**src/rtl/bcrb_pkg.sv**
```systemverilog
// Purpose: constants and carrier types for the burner configuration register bank
// Assumes: 250 MHz clock, 16-bit holding registers numbered 0 to 20
// Notes: reset values and limits are shared by the bank and its write checker
package bcrb_pkg;

    // --------------------------------------------------------------
    // timing
    // --------------------------------------------------------------
    localparam int unsigned CLK_PERIOD_PS = 4000;
    localparam longint unsigned SECOND_PS = 64'd1000000000000;
    localparam int unsigned TICKS_PER_SEC = int'(SECOND_PS / CLK_PERIOD_PS);

    // --------------------------------------------------------------
    // register numbers
    // --------------------------------------------------------------
    localparam logic [15:0] REG_VERSION = 16'h0001;
    localparam logic [15:0] REG_REVISION = 16'h0002;
    localparam logic [15:0] REG_CRC_UPPER = 16'h0003;
    localparam logic [15:0] REG_CRC_LOWER = 16'h0004;
    localparam logic [15:0] REG_MODE = 16'h0005;
    localparam logic [15:0] REG_PREPURGE = 16'h0006;
    localparam logic [15:0] REG_IGNITE = 16'h0007;
    localparam logic [15:0] REG_INTERPURGE = 16'h0008;
    localparam logic [15:0] REG_HOLD = 16'h0009;
    localparam logic [15:0] REG_IGN_RETRY = 16'h000a;
    localparam logic [15:0] REG_HOLD_RETRY = 16'h000b;
    localparam logic [15:0] REG_PROVE = 16'h000c;
    localparam logic [15:0] REG_DEMAND = 16'h000d;
    localparam logic [15:0] REG_LIMIT = 16'h000e;
    localparam logic [15:0] REG_P1_SRC = 16'h0014;
    localparam logic [15:0] REG_LAST = 16'h0014;

    // --------------------------------------------------------------
    // accepted ranges (all minimums zero except the limit)
    // --------------------------------------------------------------
    localparam logic [15:0] MODE_MAX = 16'h0001;
    localparam logic [15:0] PREPURGE_MAX = 16'h0258;
    localparam logic [15:0] IGNITE_MAX = 16'h003c;
    localparam logic [15:0] INTERPURGE_MAX = 16'h000a;
    localparam logic [15:0] HOLD_MAX = 16'h0708;
    localparam logic [15:0] RETRY_MAX = 16'h0003;
    localparam logic [15:0] PROVE_MAX = 16'h0005;
    localparam logic [15:0] DEMAND_MAX = 16'h0001;
    localparam logic [15:0] LIMIT_MIN = 16'h0064;
    localparam logic [15:0] LIMIT_MAX = 16'h099c;
    localparam logic [15:0] SRC_MAX = 16'h0004;
    localparam logic [15:0] MODE_AUTO = 16'h0000;

    // --------------------------------------------------------------
    // answer codes
    // --------------------------------------------------------------
    localparam logic [7:0] EXC_NONE = 8'h00;
    localparam logic [7:0] EXC_ADDR = 8'h02;
    localparam logic [7:0] EXC_DATA = 8'h03;

    typedef enum logic [15:0] {
        SRC_NONE = 16'h0000,
        SRC_FIRST_THERMOCOUPLE = 16'h0001,
        SRC_SECOND_THERMOCOUPLE = 16'h0002,
        SRC_BURNER_THERMOCOUPLE = 16'h0003,
        SRC_TRANSDUCER_INPUT = 16'h0004
    } bcrb_src_t;

    typedef struct packed {
        logic valid;
        logic write;
        logic [15:0] addr;
        logic [15:0] wdata;
    } bcrb_req_t;

    typedef struct packed {
        logic valid;
        logic [7:0] exc;
        logic [15:0] rdata;
    } bcrb_rsp_t;

    typedef struct packed {
        logic [15:0] mode;
        logic [15:0] prepurge;
        logic [15:0] ignite;
        logic [15:0] interpurge;
        logic [15:0] hold;
        logic [15:0] ign_retry;
        logic [15:0] hold_retry;
        logic [15:0] prove;
        logic [15:0] demand;
        logic [15:0] limit;
        logic [15:0] p1_src;
    } bcrb_cfg_t;

    localparam bcrb_cfg_t CFG_RST = '{
        mode: 16'h0000, prepurge: 16'h0005, ignite: 16'h001e, interpurge: 16'h000a,
        hold: 16'h0000, ign_retry: 16'h0002, hold_retry: 16'h0002, prove: 16'h0003,
        demand: 16'h0000, limit: 16'h0640, p1_src: 16'h0004
    };

endpackage

```
**src/rtl/bcrb_wr_check.sv**
```systemverilog
// Purpose: decides whether a holding-register write may be stored
// Assumes: register numbers as in the package
// Notes: purely combinational
`timescale 1ns/1ps
module bcrb_wr_check import bcrb_pkg::*; (
    input logic [15:0] ADDR,
    input logic [15:0] DATA,
    output logic MAPPED,
    output logic WRITABLE,
    output logic IN_RANGE
);
    logic [15:0] lo;
    logic [15:0] hi;
    logic sgn;

    always_comb begin
        lo = 16'h0000;
        hi = 16'h0000;
        sgn = 1'b0;
        WRITABLE = 1'b1;
        unique case (ADDR)
            REG_MODE: hi = MODE_MAX;
            REG_PREPURGE: hi = PREPURGE_MAX;
            REG_IGNITE: hi = IGNITE_MAX;
            REG_INTERPURGE: hi = INTERPURGE_MAX;
            REG_HOLD: hi = HOLD_MAX;
            REG_IGN_RETRY, REG_HOLD_RETRY: hi = RETRY_MAX;
            REG_PROVE: hi = PROVE_MAX;
            REG_DEMAND: hi = DEMAND_MAX;
            REG_LIMIT: begin
                lo = LIMIT_MIN;
                hi = LIMIT_MAX;
                sgn = 1'b1;
            end
            REG_P1_SRC: hi = SRC_MAX;
            default: WRITABLE = 1'b0;
        endcase
    end

    assign MAPPED = ADDR <= REG_LAST;
    // signed compare keeps negative words out of the limit
    assign IN_RANGE = sgn ? ($signed(DATA) >= $signed(lo) && $signed(DATA) <= $signed(hi))
                          : (DATA >= lo && DATA <= hi);

endmodule // bcrb_wr_check

```
**src/rtl/bcrb_prove_timer.sv**
```systemverilog
// Purpose: proves the pilot flame over a whole number of seconds
// Assumes: flame and trial inputs synchronous to CLK
// Notes: any gap in flame restarts the count
`timescale 1ns/1ps
module bcrb_prove_timer import bcrb_pkg::*; #(
    parameter int unsigned TICKS = TICKS_PER_SEC
) (
    input logic CLK,
    input logic RST_N,
    input logic TRIAL,
    input logic FLAME,
    input logic [15:0] PROVE_SECS,
    output logic LIT
);
    typedef struct packed {
        logic [31:0] tick;
        logic [2:0] secs;
        logic lit;
    } bcrb_tmr_t;

    bcrb_tmr_t s_r;
    bcrb_tmr_t s_nxt;

    always_comb begin
        s_nxt = s_r;
        if (!(TRIAL && FLAME)) begin
            s_nxt = '0;
        end else if ({13'h0000, s_r.secs} >= PROVE_SECS) begin
            s_nxt.lit = 1'b1;
        end else if (s_r.tick == TICKS - 1) begin
            s_nxt.tick = 32'h00000000;
            s_nxt.secs = s_r.secs + 3'h1;
        end else begin
            s_nxt.tick = s_r.tick + 32'h00000001;
        end
    end

    always_ff @(posedge CLK or negedge RST_N) begin
        if (!RST_N) begin
            s_r <= '0;
        end else begin
            s_r <= s_nxt;
        end
    end

    assign LIT = s_r.lit;
endmodule // bcrb_prove_timer

```
**src/rtl/bcrb_reg_bank.sv**
```systemverilog
// Purpose: configuration holding registers 0 to 20 of the burner controller
// Assumes: fieldbus framing done outside; one word request per cycle at most
// Notes: answers one cycle after each request
`timescale 1ns/1ps
module bcrb_reg_bank import bcrb_pkg::*; #(
    parameter logic [15:0] FW_VERSION = 16'h0100, // arbitrary value
    parameter logic [15:0] FW_REVISION = 16'h0001, // arbitrary value
    parameter logic [31:0] FW_CHECKSUM = 32'h1234abcd, // arbitrary value
    parameter int unsigned TICKS = TICKS_PER_SEC
) (
    input logic CLK,
    input logic RST_N,
    input bcrb_req_t REQ,
    output bcrb_rsp_t RSP,
    output bcrb_cfg_t CFG,
    input logic PILOT_TRIAL,
    input logic FLAME_SENSED,
    output logic PILOT_LIT,
    output logic DEMAND_PILOT_ACTIVE,
    input logic LOCKOUT_CLEAR,
    output logic HIGH_TEMP_LOCKOUT,
    input logic [15:0] FIRST_THERMOCOUPLE,
    input logic [15:0] SECOND_THERMOCOUPLE,
    input logic [15:0] BURNER_THERMOCOUPLE,
    input logic [15:0] TRANSDUCER_INPUT,
    output logic [15:0] PROCESS1_VALUE
);

    // ----------------------------------------------------------------
    // state
    // ----------------------------------------------------------------
    typedef struct packed {
        bcrb_cfg_t cfg;
        bcrb_rsp_t rsp;
        logic lockout;
        logic demand_act;
        logic [15:0] p1_value;
    } bcrb_state_t;

    bcrb_state_t s_r;
    bcrb_state_t s_nxt;
    logic [1:0] rst_sync_r;
    logic rst_n_s;
    logic mapped;
    logic writable;
    logic in_range;
    logic over_temp;
    logic [15:0] rd_word;

    // ----------------------------------------------------------------
    // reset release
    // ----------------------------------------------------------------
    always_ff @(posedge CLK or negedge RST_N) begin
        if (!RST_N) begin
            rst_sync_r <= 2'b00;
        end else begin
            rst_sync_r <= {rst_sync_r[0], 1'b1};
        end
    end

    assign rst_n_s = rst_sync_r[1];

    // ----------------------------------------------------------------
    // helpers
    // ----------------------------------------------------------------
    bcrb_wr_check u_wr_check (
        .ADDR(REQ.addr),
        .DATA(REQ.wdata),
        .MAPPED(mapped),
        .WRITABLE(writable),
        .IN_RANGE(in_range)
    );

    bcrb_prove_timer #(
        .TICKS(TICKS)
    ) u_prove_timer (
        .CLK(CLK),
        .RST_N(rst_n_s),
        .TRIAL(PILOT_TRIAL),
        .FLAME(FLAME_SENSED),
        .PROVE_SECS(s_r.cfg.prove),
        .LIT(PILOT_LIT)
    );

    // ----------------------------------------------------------------
    // read mux
    // ----------------------------------------------------------------
    always_comb begin
        unique case (REQ.addr)
            REG_VERSION: rd_word = FW_VERSION;
            REG_REVISION: rd_word = FW_REVISION;
            REG_CRC_UPPER: rd_word = FW_CHECKSUM[31:16];
            REG_CRC_LOWER: rd_word = FW_CHECKSUM[15:0];
            REG_MODE: rd_word = s_r.cfg.mode;
            REG_PREPURGE: rd_word = s_r.cfg.prepurge;
            REG_IGNITE: rd_word = s_r.cfg.ignite;
            REG_INTERPURGE: rd_word = s_r.cfg.interpurge;
            REG_HOLD: rd_word = s_r.cfg.hold;
            REG_IGN_RETRY: rd_word = s_r.cfg.ign_retry;
            REG_HOLD_RETRY: rd_word = s_r.cfg.hold_retry;
            REG_PROVE: rd_word = s_r.cfg.prove;
            REG_DEMAND: rd_word = s_r.cfg.demand;
            REG_LIMIT: rd_word = s_r.cfg.limit;
            REG_P1_SRC: rd_word = s_r.cfg.p1_src;
            default: rd_word = 16'h0000;
        endcase
    end

    assign over_temp = $signed(BURNER_THERMOCOUPLE) > $signed(s_r.cfg.limit);

    // ----------------------------------------------------------------
    // next state
    // ----------------------------------------------------------------
    always_comb begin
        s_nxt = s_r;
        s_nxt.rsp.valid = 1'b0;
        if (REQ.valid) begin
            s_nxt.rsp.valid = 1'b1;
            s_nxt.rsp.exc = EXC_NONE;
            s_nxt.rsp.rdata = 16'h0000;
            if (!mapped) begin
                s_nxt.rsp.exc = EXC_ADDR;
            end else if (!REQ.write) begin
                s_nxt.rsp.rdata = rd_word;
            end else if (!writable) begin
                // identity words and unused numbers keep their value
                s_nxt.rsp.exc = EXC_ADDR;
            end else if (!in_range) begin
                s_nxt.rsp.exc = EXC_DATA;
            end else begin
                s_nxt.rsp.rdata = REQ.wdata;
                unique case (REQ.addr)
                    REG_MODE: s_nxt.cfg.mode = REQ.wdata;
                    REG_PREPURGE: s_nxt.cfg.prepurge = REQ.wdata;
                    REG_IGNITE: s_nxt.cfg.ignite = REQ.wdata;
                    REG_INTERPURGE: s_nxt.cfg.interpurge = REQ.wdata;
                    REG_HOLD: s_nxt.cfg.hold = REQ.wdata;
                    REG_IGN_RETRY: s_nxt.cfg.ign_retry = REQ.wdata;
                    REG_HOLD_RETRY: s_nxt.cfg.hold_retry = REQ.wdata;
                    REG_PROVE: s_nxt.cfg.prove = REQ.wdata;
                    REG_DEMAND: s_nxt.cfg.demand = REQ.wdata;
                    REG_LIMIT: s_nxt.cfg.limit = REQ.wdata;
                    REG_P1_SRC: s_nxt.cfg.p1_src = REQ.wdata;
                    default: s_nxt.rsp.exc = EXC_ADDR;
                endcase
            end
        end
        // pilot on demand only in automatic mode
        s_nxt.demand_act = s_r.cfg.demand[0] && s_r.cfg.mode == MODE_AUTO;
        // a fresh excess beats a clear in the same cycle
        s_nxt.lockout = over_temp || (s_r.lockout && !LOCKOUT_CLEAR);
        unique case (s_r.cfg.p1_src)
            SRC_FIRST_THERMOCOUPLE: s_nxt.p1_value = FIRST_THERMOCOUPLE;
            SRC_SECOND_THERMOCOUPLE: s_nxt.p1_value = SECOND_THERMOCOUPLE;
            SRC_BURNER_THERMOCOUPLE: s_nxt.p1_value = BURNER_THERMOCOUPLE;
            SRC_TRANSDUCER_INPUT: s_nxt.p1_value = TRANSDUCER_INPUT;
            default: s_nxt.p1_value = 16'h0000;
        endcase
    end

    always_ff @(posedge CLK or negedge rst_n_s) begin
        if (!rst_n_s) begin
            s_r.cfg <= CFG_RST;
            s_r.rsp <= '0;
            s_r.lockout <= 1'b0;
            s_r.demand_act <= 1'b0;
            s_r.p1_value <= 16'h0000;
        end else begin
            s_r <= s_nxt;
        end
    end

    // ----------------------------------------------------------------
    // outputs
    // ----------------------------------------------------------------
    assign RSP = s_r.rsp;
    assign CFG = s_r.cfg;
    assign DEMAND_PILOT_ACTIVE = s_r.demand_act;
    assign HIGH_TEMP_LOCKOUT = s_r.lockout;
    assign PROCESS1_VALUE = s_r.p1_value;

    logic rd_req;
    logic wr_req;
    assign rd_req = REQ.valid && !REQ.write;
    assign wr_req = REQ.valid && REQ.write;
endmodule // bcrb_reg_bank

```
**config.mk**
```make
export PLATFORM = sky130hd
export DESIGN_NAME = bcrb_reg_bank
export DESIGN_NICKNAME = d
export VERILOG_FILES = /design/src/rtl/bcrb_pkg.sv /design/src/rtl/bcrb_wr_check.sv /design/src/rtl/bcrb_prove_timer.sv /design/src/rtl/bcrb_reg_bank.sv
export SDC_FILE = /design/constraint.sdc
export NUM_CORES = 1
export LEC_CHECK = 0
export ABC_AREA = 1
export BUFFER_PORTS_ARGS = -buffer_cell sky130_fd_sc_hd__buf_2
export CAP_MARGIN = 20
export CORE_MARGIN = 1.5
export CORE_UTILIZATION = 35
export DETAILED_ROUTE_END_ITERATION = 7
export GPL_ROUTABILITY_DRIVEN = 0
export PLACE_DENSITY_LB_ADDON = 0.08
export SYNTH_ARGS = -nofsm -noshare
export SYNTH_HDL_FRONTEND = slang
export SYNTH_SLANG_ARGS = --single-unit
```
**constraint.sdc**
```tcl
create_clock -name CLK -period 19.3 [get_ports CLK]
set_input_delay 0.965 -clock CLK [delete_from_list [all_inputs] [get_ports CLK]]
set_output_delay 0.965 -clock CLK [all_outputs]
set_load 0.05 [all_outputs]
```
# After elaboration in Yosys (flattened, before gate mapping)
# Index checks and enable logic that the tools add are counted.
[totals]
regBits = 257
latch_bits = 0
ramBits = 0
mem_bits_ro = 0
in_bits = 103
out_inout_bits = 220
wordCells = 98
memories = 0
[op_classes]
add_sub_neg = 2
multipliers = 0
n_div = 0
magnitude_cmp = 7
n_eq_ne = 23
shift = 0
muxes = 22
bitwise = 0
n_reduce_logical = 23
[ops]
columns = ["op", "n"]
rows = [
  ["16-bit one-hot mux with 15 select lines", 1],
  ["16-bit by 4-bit equality test with 1-bit output (second input constant)", 7],
  ["12-bit one-hot mux with 9 select lines", 1],
  ["16-bit by 3-bit equality test with 1-bit output (second input constant)", 5],
  ["6-bit AND reduction", 11],
  ["16-bit by 2-bit equality test with 1-bit output (second input constant)", 4],
  ["16-bit two-way mux", 4],
  ["16-bit one-hot mux with 4 select lines", 1],
  ["36-bit two-way mux", 1],
  ["35-bit two-way mux", 1],
  ["32-bit by 1-bit adder with 32-bit output (second input constant)", 1],
  ["16-bit by 1-bit equality test with 1-bit output (second input constant)", 2],
  ["32-bit by 28-bit equality test with 1-bit output (second input constant)", 1],
  ["32-bit two-way mux", 1],
  ["25-bit two-way mux", 1],
  ["16-bit by 5-bit equality test with 1-bit output (second input constant)", 1],
  ["16-bit by 7-bit >= comparator with 1-bit output", 1],
  ["16-bit by 8-bit >= comparator with 1-bit output", 1],
  ["3-bit by 16-bit >= comparator with 1-bit output", 1],
  ["16-bit greater-than comparator", 1],
  ["16-bit by 12-bit less-or-equal comparator with 1-bit output", 1],
  ["16-bit by 13-bit less-or-equal comparator with 1-bit output", 1],
  ["16-bit by 5-bit less-or-equal comparator with 1-bit output (second input constant)", 1],
  ["16-bit logical NOT", 1],
  ["13 further kinds", 26],
]

# Longest topological paths before layout
# Gate-level depths: netlist of run 1.
[logic_depth]
ltp_word = 11
depth_mapped = 23
depth_no_buf = 21

# By module
# A second synthesis of run 1 with hierarchy kept.
[hier_totals]
cells_unflattened = 1924
hier_area_um2 = 14398.8
[modules_own_cells]
columns = ["mod", "instances", "cells_per_inst", "area_each_um2", "seq_area_each_um2"]
rows = [
  ["bcrb_reg_bank", 1, 1370, 11021.8, 5400.2],
  ["bcrb_prove_timer", 1, 439, 2690.1, 900.9],
  ["bcrb_wr_check", 1, 115, 686.9, 0.0],
]

# Worst setup path before layout of run 1
# OpenSTA, ideal clock, no wires.
[synth_timing]
path_kind = "input-to-reg"
startpoint = "in REQ[29] in the netlist's numbering"
endpoint = "reg s_r, in the netlist CFG[163]"
setup_time_ns = 0.132
t_arrival_ns = 3.692
slack_ns = 15.475
path_stages = 21
path_buffers = 2
cell_sequence = "nor2_1 nand2_1 nor2_4 inv_2 nor4_1 buf_2 nor3_1 ha_1 nand2_1 inv_1 nand3_1 nand3_1 nand2_1 nand2_1 nand2_1 nand3_2 nor2_8 nand2_4 buf_2 nand2_1 o21ai_1"
[synth_via]
elab_chain_len = 7
[synth_rtl]
columns = ["element", "line_no", "rtl"]
rows = [
  ["start, declared", "bcrb_reg_bank.sv:13", "input bcrb_req_t REQ,"],
  ["16-bit by 3-bit equality test with 1-bit output or 16-bit by 4-bit equality test with 1-bit output (tied branches)", "bcrb_wr_check.sv:21, bcrb_reg_bank.sv:132", ""],
  ["2-bit OR reduction (no line)", "--", ""],
  ["12-bit one-hot mux with 9 select lines", "bcrb_wr_check.sv:21", "unique case (ADDR)"],
  ["16-bit by 12-bit less-or-equal comparator with 1-bit output or 16-bit by 13-bit less-or-equal comparator with 1-bit output (tied branches)", "bcrb_wr_check.sv:43, bcrb_wr_check.sv:42", ""],
  ["1-bit logical AND, on equally long branches", "bcrb_wr_check.sv:43, bcrb_wr_check.sv:42", ""],
  ["1-bit two-way mux", "bcrb_wr_check.sv:42", "assign IN_RANGE = sgn ? ($signed(DATA) >= $signed(lo) && $signed(DATA) <= $signed(hi))"],
  ["6-bit AND reduction (no line) (*)", "--", ""],
  ["end signal, assigned", "bcrb_reg_bank.sv:169", "s_r <= s_nxt;"],
  ["end, declared", "bcrb_reg_bank.sv:40", "bcrb_state_t s_r;"],
]
# Mark *: on every way between the ends. The rest lies on a longest branch, timed or not.
# A chain may end at the register's enable or synchronous reset.

# Worst setup path after layout of run 1
[layout_timing]
startpoint = "in REQ[29] in the netlist's numbering"
endpoint = "reg s_r, in the netlist CFG[55]"
[layout_via]
elab_chain_len = 7
[layout_rtl]
columns = ["element", "line_no"]
rows = [
  ["16-bit by 3-bit equality test with 1-bit output or 16-bit by 4-bit equality test with 1-bit output (tied branches)", "bcrb_wr_check.sv:21"],
  ["2-bit OR reduction (no line)", "--"],
  ["12-bit one-hot mux with 9 select lines", "bcrb_wr_check.sv:21"],
  ["16-bit by 12-bit less-or-equal comparator with 1-bit output or 16-bit by 13-bit less-or-equal comparator with 1-bit output (tied branches)", "bcrb_wr_check.sv:43, bcrb_wr_check.sv:42"],
  ["1-bit logical AND, on equally long branches", "bcrb_wr_check.sv:43, bcrb_wr_check.sv:42"],
  ["1-bit two-way mux", "bcrb_wr_check.sv:42"],
  ["6-bit AND reduction (no line) (*)", "--"],
]
# Marked as above.

==> results of run 1 <==
[registers in the layout (all words and copies together) (netlist names)]
signal               flops
CFG                    176
u_prove_timer.s_r       35
RSP                     19
PROCESS1_VALUE          16
rst_sync_r               2
DEMAND_PILOT_ACTIVE      1
HIGH_TEMP_LOCKOUT        1
u_prove_timer.LIT        1
[final timing paths]
path                               start                    to  slack [ns]  cells past startpoint
max                              REQ[29]               CFG[55]       14.81                     21
min                                RST_N         rst_sync_r[1]        0.18                      1
max reg2reg                      CFG[49]  u_prove_timer.s_r[1]       16.33                     11
max in group asynchronous  rst_sync_r[1]               CFG[33]       16.90                      2
min reg2reg                rst_sync_r[0]         rst_sync_r[1]        0.35                      0
min in group CLK           rst_sync_r[0]         rst_sync_r[1]        0.35                      0
[through the flow]
| step | power, mW | hold WS [ns] | utilization |
|---|---|---|---|
| floorplan | 0.586 | 0.331 | - |
| finish | 1.18 | 0.177 | 0.436 |
| CTS | 1.20 | 0.142 | 0.435 |
| global route | 1.23 | 0.158 | 0.436 |
| detailed placement | 0.618 | 0.336 | 0.408 |
| global placement | 0.617 | 0.332 | 0.408 |
[per-layer routing]
layer  up-vias  share of wire
met4         0          0.029
li1       6358              -
met1      6173           0.47
met2       489           0.42
met3        73          0.081
met5         -              0
[cell usage in the layout, fill, tap and decap left out, types with 3 or more instances in the layout]
cell | synthesis | final
nand2_1 | 548 | 548
buf_2 | 29 | 316
dfrtp_1 | 235 | 234
inv_1 | 180 | 180
nor2_1 | 169 | 169
o21ai_1 | 123 | 123
nand3_1 | 107 | 107
nand4_1 | 56 | 56
o21ai_0 | 48 | 48
ha_1 | 36 | 36
inv_2 | 31 | 31
clkbuf_16 | 0 | 30
a21oi_1 | 24 | 24
o22ai_1 | 21 | 21
nor3_1 | 19 | 18
o2111ai_1 | 17 | 17
dfstp_2 | 16 | 16
xor2_1 | 16 | 16
nor4_1 | 13 | 12
clkbuf_1 | 29 | 9
nand2_4 | 8 | 8
conb_1 | 2 | 7
buf_4 | 8 | 7
clkinv_2 | 0 | 6
nor3_2 | 4 | 5
nor2_4 | 4 | 4
nor2_2 | 4 | 4
clkbuf_8 | 0 | 4
nand2_2 | 3 | 3
nand3_2 | 3 | 3
nand3b_1 | 3 | 3
xnor2_1 | 3 | 3
bufinv_16 | 0 | 3
clkinvlp_4 | 0 | 3
[cell type report]
type                       instances  area, µm²  area share
antenna                            1       2.50    0.000152
tap                              511        639      0.0387
clock buffer                      43        840      0.0509
multi-input combinational       1251       6090       0.369
clock inverter                    13        159     0.00963
timing repair buffer             325       1670       0.101
inverter                         213        800      0.0484
sequential                       251       6300       0.382
[power by group through the flow]
stage | registers [mW] | logic, mW | clock network (mW)
6_report | 0.534 | 0.0752 | 0.575
5_1_grt | 0.534 | 0.0829 | 0.611
4_1_cts | 0.534 | 0.0749 | 0.592
3_5_place_dp | 0.543 | 0.0747 | 0
3_3_place_gp | 0.543 | 0.0740 | 0
2_1_floorplan | 0.557 | 0.0292 | 0
[cells by family after synthesis]
logic type,count (synthesis),share of synthesized area
flops,251,0.466
mux,1,0.000740
fa+ha+maj,36,0.0333
other cells,2,0.000555
xor+xnor,19,0.0123
compound gates,242,0.0981
simple gates,946,0.303
buf+inv,285,0.0862
==> metrics.md, run 1 <==
| Metric | Value |
|---|---|
| Global router's overall resource usage | `0.253` |
| CTS Sinks | `251` |
| Row cnt | `71` |
| CTS H-tree depth | `1` |
| Met2 usage | `0.370` |
| Initial antenna violation count | `1` |
| Top FF cell, synth | `dfrtp_1` |
| Grt peak-use layer | `met2` |
| Post-Route Setup TNS | `0 ns` |
| Post-synth EDFFs | `0` |
| Max-slew violation count | `0` |
| Crit-path max cell delay | `0.54 ns` |
| Setup Crit Path Kind | `in -> reg` |
| Leakage Power | `8.75 nW` |
| Total CTS buffers | `30` |
| Logic pwr share | `0.064` |
| Filler cell count | `3965` |
| Worst-path fanout max | `62` |
| Sequential fraction of the synthesis area | `0.466` |
| Clock network power share | `0.486` |
| Worst skew pair latency | `0.59 ns` |
| Yosys top cell area share | `0.435` |
| DP Area | `15400 µm²` |
| Min cycle time layout | `4.49 ns` |
| Final #Nets | `2211` |
| NetSw | `294 µW` |
| Vias | `13100` |
| DRT Pass-1 Iters | `8` |
| Maximum VDD drop | `0.0521 mV` |
| Largest net degree at the start of global routing | `84` |
| Met3 Use GR | `0.0565` |
| CTS resizes | `0` |
| Area Growth Syn to Fin | `22.0%` |
| Delay-heaviest family, CP | `simple AND/OR/NAND/NOR gates` |
| Avg Cell Area, Syn | `7.59 µm²` |
| Top cells by area, synth | `dfrtp_1, nand2_1, inv_1` |
| Slew at the pin closest to its max-slew limit | `1.14 ns` |
| Area leader, netlist | `dfrtp_1` |
| Clock Path Buffers | `3` |
| Synth async-reset ratio | `1.00` |
| DRC Markers | `0` |
| Final setup margin | `14.81 ns` |
| Root Buffer | `clkbuf_16` |
| IO Pins | `323` |
| Hold Crit Class | `in -> async` |
| Share of power burned in registers | `0.451` |
| Post-route cell area | `16500 µm²` |
| WP data required | `19.72 ns` |
| Unrepaired setup endpoints after global routing | `false` |
| Critical path's slowest cell | `nor4_1` |
| Most numerous cell in the Yosys netlist | `nand2_1` |
| # hold bufs at CTS | `0` |
| Die Wd | `200 µm` |
| Yosys warns | `0` |
| Final period util | `0.233` |
| Critical path arrival | `4.91 ns` |
| Layout Cells excl Fill | `2608` |
| Synth cell count leaders | `nand2_1, dfrtp_1, inv_1` |
| Startpoint types | `input port` |
| Die height | `200 µm` |
| CP bufs+invs | `4` |
| Initial core utilization | `0.357` |
| Cells after DPL | `2547` |
| Top cell by count, worst path | `nand2_1` |
| Routed WL | `50800 µm` |
| Yosys reg bits | `251` |
| Routed WL per cell | `19.5 µm` |
| Floorplan core area | `37800 µm²` |
| First-pass GRT wire length | `75300 µm` |
| Mapped Area | `13500 µm²` |
| Slew margin rel. | `0.239` |
| CTS tree | `done` |
| Worst path cell trace | `buf_2 -> nor2_1 -> nand2_1 -> nor2_4 -> buf_4 -> inv_2 -> nor4_1 -> nor3_1 -> ha_1 -> nand2_1 -> inv_1 -> nand3_1 -> nand3_1 -> nand2_1 -> nand2_1 -> nand2_1 -> nand2_1 -> nor2_8 -> nand2_2 -> nand2_1 -> o21ai_1` |
| Nature of the critical path endpoint | `flip-flop` |
| Die Footprint | `39800 µm²` |
| Initial DRC Count | `981` |
| Final number of setup-violating endpoints | `0` |
| Int Pwr | `890 µW` |
| ANT nets after route | `0` |
| Postcts setup bufs | `0` |
| GR Layer Usage met1 | `0.367` |
| Clk_skew | `0.0310 ns` |
| Power density over cell area | `71.8 nW/µm²` |
| PortBufs | `316` |
| Max Clk Rate | `222 MHz` |
| Grt total ovfl | `0` |
| Status | `finished, final reports clean` |
| Library cells used by synthesis | `44` |
| Switching Share | `0.248` |
| Max-cap violation count | `0` |
| Vias in the first global route | `12300` |
| Final Hold Vio Count | `0` |
| Synth Instances | `1782` |
| Setup Slack @ Placement | `13.91 ns` |
| Clk slew on worst S/H paths | `0.06 ns` |
| HPWL after DPL | `38000 µm` |
| Vias per cell | `5.02` |
| Share of cells above drive strength 1 | `0.216` |
Note: power is estimated with default switching activity, not from simulation.
==> inputs of run 2 (changes only) <==
==> constraint.sdc (replaced) <==
create_clock -name CLK -period 4.49 [get_ports CLK]
set_input_delay 0.2245 -clock CLK [delete_from_list [all_inputs] [get_ports CLK]]
set_output_delay 0.2245 -clock CLK [all_outputs]
set_load 0.05 [all_outputs]
==> run 2 against run 1 <==
First-iteration DRC count is 6.9% lower. Largest cell class unchanged. Register-to-register slack got worse by 14 ns. Sequential cell count did not move. Worst setup slack worse by 14 ns. Critical path type unchanged. Sequential power grew to 4.3 times the previous value. Clock skew decreased by 0.0063 ns.
==> metrics.md, run 2 (synthesis gave the netlist of run 1 again) <==
| Metric | Value |
|---|---|
| Post-route cell area | `17100 µm² (+3.3%)` |
| Power density over cell area | `305 nW/µm² (+320%)` |
| Commonest non-fill, non-tap cell in the layout | `nand2_1` |
| ANT nets after route | `0 (unchanged)` |
| Commonest cells after routing, fill and taps aside | `nand2_1, buf_2, dfrtp_1, inv_1, nor2_1` |
| Floorplan core area | `37800 µm² (unchanged)` |
| Final #Nets | `2261 (+2.3%)` |
| Max-cap violation count | `0 (unchanged)` |
| Postcts setup bufs | `0 (unchanged)` |
| Final hold slack | `0.0936 ns (-0.0835 ns)` |
| Routed WL | `50700 µm (-0.16%)` |
| Worst flop-to-flop path startpoint | `CFG[4]` |
| CTS tree | `done` |
| Row cnt | `71 (unchanged)` |
| Slew at the pin closest to its max-slew limit | `1.02 ns (-0.117 ns)` |
| Slew margin rel. | `0.318 (+0.0786)` |
| Total CTS buffers | `30 (unchanged)` |
| DRT Pass-1 Iters | `8 (unchanged)` |
| Hold path start | `REQ[32]` |
| Startpoint types | `input port` |
| CTS resizes | `0 (unchanged)` |
| Setup Slack @ Placement | `0.673 ns (-13.24 ns)` |
| FF/Latch Area | `6300 µm² (unchanged)` |
| Max-slew violation count | `0 (unchanged)` |
| HPWL after DPL | `38100 µm (+0.24%)` |
| Int Pwr | `3.93 mW (+340%)` |
| Min cycle time layout | `3.40 ns` |
| Clk slew on worst S/H paths | `0.06 ns (about the same)` |
| Unrepaired setup endpoints after global routing | `false` |
| Worst-path fanout max | `16 (-74%)` |
| Root Buffer | `clkbuf_16` |
| CTS H-tree depth | `1 (unchanged)` |
| Final setup margin | `1.09 ns (-13.71 ns)` |
| CTS Sinks | `251 (unchanged)` |
| Critical Path End | `CFG[7]` |
| Clock network power share | `0.492 (+0.006)` |
| FF-to-FF End | `PROCESS1_VALUE[0]` |
| Tot Pwr | `5.20 mW (+340%)` |
| R2R cell count | `7 (-4)` |
| Critical Path Start | `REQ[2]` |
| Initial antenna violation count | `0 (-1)` |
| Post-Route Setup TNS | `0 ns (unchanged)` |
| Clock Path Buffers | `3 (unchanged)` |
| Setup Crit Path Kind | `in -> reg` |
| Logic pwr share | `0.066 (+0.002)` |
| Die Footprint | `39800 µm² (unchanged)` |
| WP data required | `4.95 ns (-14.77 ns)` |
| Initial core utilization | `0.357 (unchanged)` |
| DRC Markers | `0 (unchanged)` |
| Global router's overall resource usage | `0.254 (+0.00131)` |
| Slack of the worst reg-to-reg path | `1.84 ns (-14.49 ns)` |
| Multi-input combinational cell area | `6090 µm² (unchanged)` |
| Status | `finished, final reports clean` |
| Layout Cells excl Fill | `2657 (+1.9%)` |
| Die Wd | `200 µm (unchanged)` |
| NetSw | `1.27 mW (+330%)` |
| Final cell utilization of the core | `0.451 (+0.0146)` |
| Filler cell count | `3938 (-0.68%)` |
| Grt total ovfl | `0 (unchanged)` |
| Vias | `13300 (+1.9%)` |
| Share of power burned in registers | `0.442 (-0.009)` |
| Vias per cell | `5.02 (about the same)` |
| Maximum VDD drop | `0.258 mV (+400%)` |
| Leakage Power | `9.05 nW (+3.4%)` |
| Area Growth Syn to Fin | `26.1%` |
| Largest net degree at the start of global routing | `78 (-7.1%)` |
| Worst skew pair latency | `0.59 ns (about the same)` |
| Cells after DPL | `2553 (+0.24%)` |
| Vias in the first global route | `12600 (+2.3%)` |
| Clk_skew | `0.0247 ns (-0.00632 ns)` |
| IO Pins | `323 (unchanged)` |
| Critical path arrival | `3.85 ns (-1.06 ns)` |
| DP Area | `15500 µm² (+0.48%)` |
| Initial DRC Count | `913 (-6.9%)` |
| Nature of the critical path endpoint | `flip-flop` |
| Routed WL per cell | `19.1 µm (-2.0%)` |
| Final Hold Vio Count | `0 (unchanged)` |
| Final period util | `0.756` |
| Die height | `200 µm (unchanged)` |
| Hold Crit Class | `in -> reg` |
| Diodes inserted | `0 (-1)` |
| First-pass GRT wire length | `76400 µm (+1.5%)` |
| Final number of setup-violating endpoints | `0 (unchanged)` |
| PortBufs | `316 (unchanged)` |
| Max reg flops | `176 (unchanged)` |
| Max Clk Rate | `294 MHz` |
| # hold bufs at CTS | `48 (+48)` |
| Share of cells above drive strength 1 | `0.213 (-0.00271)` |
| Switching Share | `0.244 (-0.00402)` |
==> run 2: changes by cell type in the layout (fill, tap and decap cells not counted), sizes merged <==
cell	previous run	this run
buf	325	327
clkbuf	43	45
diode	1	0
dlygate4sd3	0	48
clkinvlp	3	0
clkinv	9	10
==> run 2: cell type report <==
type,instances,share of cell area
flip-flops and latches,251,0.370
multi-input cells,1251,0.357
repair buffers,375,0.127
clock buffers,45,0.0526
inverters,213,0.0469
well taps,511,0.0375
clock inverters,11,0.00910
==> run 2: worst min path at each step <==
stage	slack (ns)	depth (start not counted)	to
floorplan	-0.07	0	rst_sync_r[0]
global placement	0.01	1	rst_sync_r[0]
detailed placement	0.01	1	rst_sync_r[0]
CTS	0.07	4	RSP[0]
global route	0.11	3	u_prove_timer.s_r[18]
finish	0.09	4	RSP[0]
==> run 2: routing by layer <==
| metal | up-vias | GRT usage | share of wire |
|---|---|---|---|
| met4 | 0 | 0.0574 | 0.022 |
| met2 | 475 | 0.386 | 0.43 |
| li1 | 6449 | - | - |
| met5 | - | 0 | 0 |
| met3 | 66 | 0.0488 | 0.075 |
| met1 | 6346 | 0.371 | 0.47 |
==> run 2: power groups by stage <==
stage / Combinational (mW) / Clock, mW / Sequential (mW)
4_1_cts: 0.348 / 2.61 / 2.30
6_report: 0.345 / 2.56 / 2.29
3_3_place_gp: 0.323 / 0 / 2.34
3_5_place_dp: 0.325 / 0 / 2.34
2_1_floorplan: 0.126 / 0 / 2.39
5_1_grt: 0.381 / 2.71 / 2.30
==> run 2: worst max-delay path: stages <==
cell and delay (ns):
dlygate4sd3_1 0.56, buf_2 0.21, inv_1 0.35, ha_1 0.43, nand3_1 0.07, o211ai_1 0.84
nand2_1 0.37, inv_2 0.29, nand3_2 0.31, nand2_1 0.14, nand2_1 0.06
==> inputs of run 3 (changes only) <==
--- a/config.mk
+++ b/config.mk
@@ -5,7 +5,7 @@
 export SDC_FILE = /design/constraint.sdc
 export NUM_CORES = 1
 export LEC_CHECK = 0
-export ABC_AREA = 1
+export ABC_AREA = 0
 export BUFFER_PORTS_ARGS = -buffer_cell sky130_fd_sc_hd__buf_2
 export CAP_MARGIN = 20
 export CORE_MARGIN = 1.5
==> constraint.sdc (replaced) <==
create_clock -name CLK -period 3.4 [get_ports CLK]
set_input_delay 0.17 -clock CLK [delete_from_list [all_inputs] [get_ports CLK]]
set_output_delay 0.17 -clock CLK [all_outputs]
set_load 0.05 [all_outputs]
==> run 3 against run 2 <==
The run now ends with DRC left. Via count down 13%. Sequential share of layout area fell by 1.3 points. Register-to-register slack got worse by 1.7 ns. Sequential power is 31% higher. Area after synthesis down 5.9%. Sequential cell count unchanged. Worst setup slack got worse by 1.1 ns. Count of clock-buffer cells in the layout up 2. Core utilization rose by 4.5 points. Cell area up 3.7%. Final cell count shrank 21%. Hold slack worse by 0.064 ns. Largest power group unchanged. Highest routed layer unchanged.
==> metrics.md, run 3 <==
| Metric | Value |
|---|---|
| Initial antenna violation count | `0 (unchanged)` |
| Root Buffer | `clkbuf_16` |
| Yosys warns | `0 (unchanged)` |
| Mapped Area | `12700 µm² (-5.9%)` |
| Post-synth EDFFs | `0 (unchanged)` |
| Final period util | `0.996` |
| R2R cell count | `7 (unchanged)` |
| Final number of setup-violating endpoints | `0 (unchanged)` |
| Simple-gate share of the synthesized area | `0.134 (-0.168)` |
| Share of cells above drive strength 1 | `0.416 (+0.203)` |
| Max-cap violation count | `0 (unchanged)` |
| Status | `finished, violations left` |
| Largest family of logic cells by synthesized area | `compound AO/OA/AOI/OAI gates` |
| NetSw | `1.58 mW (+24%)` |
| Global router's overall resource usage | `0.274 (+0.0202)` |
| Power density over cell area | `370 nW/µm² (+21%)` |
| Floorplan core area | `35700 µm² (-5.8%)` |
| Multi-input combinational cell area | `6280 µm² (+3.1%)` |
| Final #Nets | `1763 (-22%)` |
| Slew margin rel. | `0.379 (+0.0609)` |
| Yosys top cell area share | `0.462 (+0.0272)` |
| Worst path cell trace | `buf_6 -> or4_4 -> or3_4 -> nor3_4 -> nor3_2 -> ha_1 -> nor2b_4 -> o211ai_1 -> a21oi_1 -> o31a_1 -> or3_4 -> buf_6 -> nor3_4 -> buf_6 -> mux2_4` |
| Worst path depth | `15 (+4)` |
| Delay-heaviest family, CP | `simple AND/OR/NAND/NOR gates` |
| Share of power burned in registers | `0.460 (+0.018)` |
| Max-slew violation count | `0 (unchanged)` |
| Synth async-reset ratio | `1.00 (unchanged)` |
| Setup Crit Path Kind | `in -> reg` |
| Routed WL | `52600 µm (+3.7%)` |
| FF/Latch Area | `6300 µm² (unchanged)` |
| CTS H-tree depth | `1 (unchanged)` |
| Sequential fraction of the synthesis area | `0.495 (+0.0291)` |
| Switching Share | `0.241 (-0.00316)` |
| Avg Cell Area, Syn | `11.0 µm² (+45%)` |
| Leakage Power | `8.84 nW (-2.3%)` |
| Final Hold Vio Count | `0 (unchanged)` |
| Die Footprint | `37500 µm² (-5.8%)` |
| Hold depth | `3 (-1)` |
| Post-synthesis compound-gate area fraction | `0.143 (+0.0450)` |
| IO Pins | `323 (unchanged)` |
| Mux contribution to synthesized area | `0.138 (+0.138)` |
| HPWL after DPL | `39700 µm (+4.2%)` |
| Clk_skew | `0.00945 ns (-0.0153 ns)` |
| Post-route cell area | `17700 µm² (+3.7%)` |
| Failing checks | `DRC` |
| PortBufs | `316 (unchanged)` |
| Post-Route Setup TNS | `0 ns (unchanged)` |
| Vias | `11600 (-13%)` |
| DRC Markers | `26 (+26)` |
| Min cycle time layout | `3.39 ns` |
| Synth Area in Adders | `0.0354 (+0.00208)` |
| Commonest non-fill, non-tap cell in the layout | `buf_2` |
| Clock network power share | `0.471 (-0.021)` |
| First-pass GRT wire length | `77400 µm (+1.4%)` |
| Library cells used by synthesis | `69 (+57%)` |
| Logic pwr share | `0.069 (+0.003)` |
| WP data required | `3.83 ns (-1.12 ns)` |
| Filler cell count | `3311 (-16%)` |
| Worst-path fanout max | `6 (-10)` |
| Row cnt | `69 (-2.8%)` |
| Maximum VDD drop | `0.366 mV (+42%)` |
| Largest net degree at the start of global routing | `66 (-15%)` |
| Slew at the pin closest to its max-slew limit | `0.917 ns (-0.101 ns)` |
| Diodes inserted | `0 (unchanged)` |
| Top FF cell, synth | `dfrtp_1` |
| Total CTS buffers | `29 (-3.3%)` |
| CTS Sinks | `251 (unchanged)` |
| Max reg flops | `176 (unchanged)` |
| Commonest cells after routing, fill and taps aside | `buf_2, dfrtp_1, buf_4, mux2_4` |
| Max Clk Rate | `295 MHz` |
| Die height | `194 µm (-2.9%)` |
| Initial core utilization | `0.357 (-0.000385)` |
| Synth Instances | `1154 (-35%)` |
| Layout Cells excl Fill | `2107 (-21%)` |
| Routed WL per cell | `25.0 µm (+31%)` |
| Area leader, netlist | `dfrtp_1` |
| Vias per cell | `5.51 (+9.7%)` |
| CP bufs+invs | `3 (-1)` |
| Critical path arrival | `3.82 ns (-0.03 ns)` |
| Clk slew on worst S/H paths | `0.06 ns (about the same)` |
| Die Wd | `194 µm (-2.9%)` |
| Critical path's slowest cell | `or4_4` |
| Area Growth Syn to Fin | `38.9%` |
| Most numerous cell in the Yosys netlist | `dfrtp_1` |
| Crit-path max cell delay | `0.63 ns (-0.21 ns)` |
| Cells after DPL | `1997 (-22%)` |
| Top cells by area, synth | `dfrtp_1, mux2_2, ha_1` |
| Worst skew pair latency | `0.55 ns (-0.04 ns)` |
| Vias in the first global route | `11900 (-5.3%)` |
| DRT Pass-1 Iters | `8 (unchanged)` |
| Top cell by count, worst path | `buf_6` |
| Grt total ovfl | `0 (unchanged)` |
| Unrepaired setup endpoints after global routing | `true` |
| Nature of the critical path endpoint | `flip-flop` |
| Int Pwr | `4.96 mW (+26%)` |
| CTS tree | `done` |
| Clock Path Buffers | `3 (unchanged)` |
| Post-synthesis xor/xnor area fraction | `0.00688 (-0.00542)` |
| Initial DRC Count | `738 (-19%)` |
| Hold Crit Class | `in -> reg` |
| Synth cell count leaders | `dfrtp_1, mux2_2, nor2_1` |
| ANT nets after route | `0 (unchanged)` |
| DP Area | `16100 µm² (+3.7%)` |
| Startpoint types | `input port` |
| Yosys reg bits | `251 (unchanged)` |
[run 3: metal layers]
metal  wire (µm)  part of all wire  GRT usage  vias up
li1            -                 -          -     5223
met3        4030             0.077     0.0562       80
met2       24800              0.47      0.455      461
met1       22400              0.43      0.363     5839
met4        1370             0.026     0.0755        0
met5           0                 0          0        -
[run 3: worst paths after layout]
check	start	end	slack (ns)
max	REQ[24]	CFG[128]	0.01
min	REQ[13]	RSP[13]	0.03
max reg2reg	CFG[12]	PROCESS1_VALUE[6]	0.19
min reg2reg	rst_sync_r[0]	rst_sync_r[1]	0.35
max in group asynchronous	rst_sync_r[1]	CFG[2]	2.08
min in group asynchronous	rst_sync_r[1]	CFG[127]	0.42
[run 3: final cells by class]
class / count / area share
Clock buffer: 47 / 0.0511
Clock inverter: 6 / 0.00184
Inverter: 55 / 0.0117
Multi-Input combinational cell: 774 / 0.355
Sequential cell: 251 / 0.357
Tap cell: 461 / 0.0326
Timing Repair Buffer: 513 / 0.191
[run 3: cells by family after synthesis]
family | after synthesis
buffers and inverters | 134
AOI/OAI and AO/OA | 257
DFF | 251
and+or+nand+nor | 306
adders and majority gates | 36
xor gates and xnor gates | 10
muxes | 158
other | 2
[run 3: power by group through the flow]
stage | registers (mW) | clock network (mW) | logic, mW
finish | 3.01 | 3.08 | 0.449
global route | 3.01 | 3.26 | 0.484
CTS | 3.01 | 3.14 | 0.439
detailed placement | 3.07 | 0 | 0.409
global placement | 3.07 | 0 | 0.409
floorplan | 3.10 | 0 | 0.154
[run 3: tightest hold or removal path, cell delays in order]
cell	delay, ns
buf_2	0.12
o22ai_1	0.11
o22ai_1	0.12
[run 3: timing repair]
item	in CTS	in global routing
pin swaps	1	0
resized for setup	8	16
buffers inserted	1	3
hold buffers	53	0
endpoints found under the hold margin	27	0
setup endpoints to repair	91	107
[run 3: per-stage QoR]
| step | hold WS (ns) | power [mW] | worst slack, ns | utilization |
|---|---|---|---|---|
| 2_1_floorplan | -0.126 | 3.25 | -0.675 | - |
| 3_3_place_gp | -0.0441 | 3.47 | -0.669 | 0.451 |
| 3_5_place_dp | -0.0431 | 3.47 | -0.735 | 0.451 |
| 4_1_cts | 0.0102 | 6.59 | 0.0146 | 0.494 |
| 5_1_grt | 0.0439 | 6.76 | -0.0965 | 0.496 |
| 6_report | 0.0292 | 6.54 | 0.0135 | 0.496 |
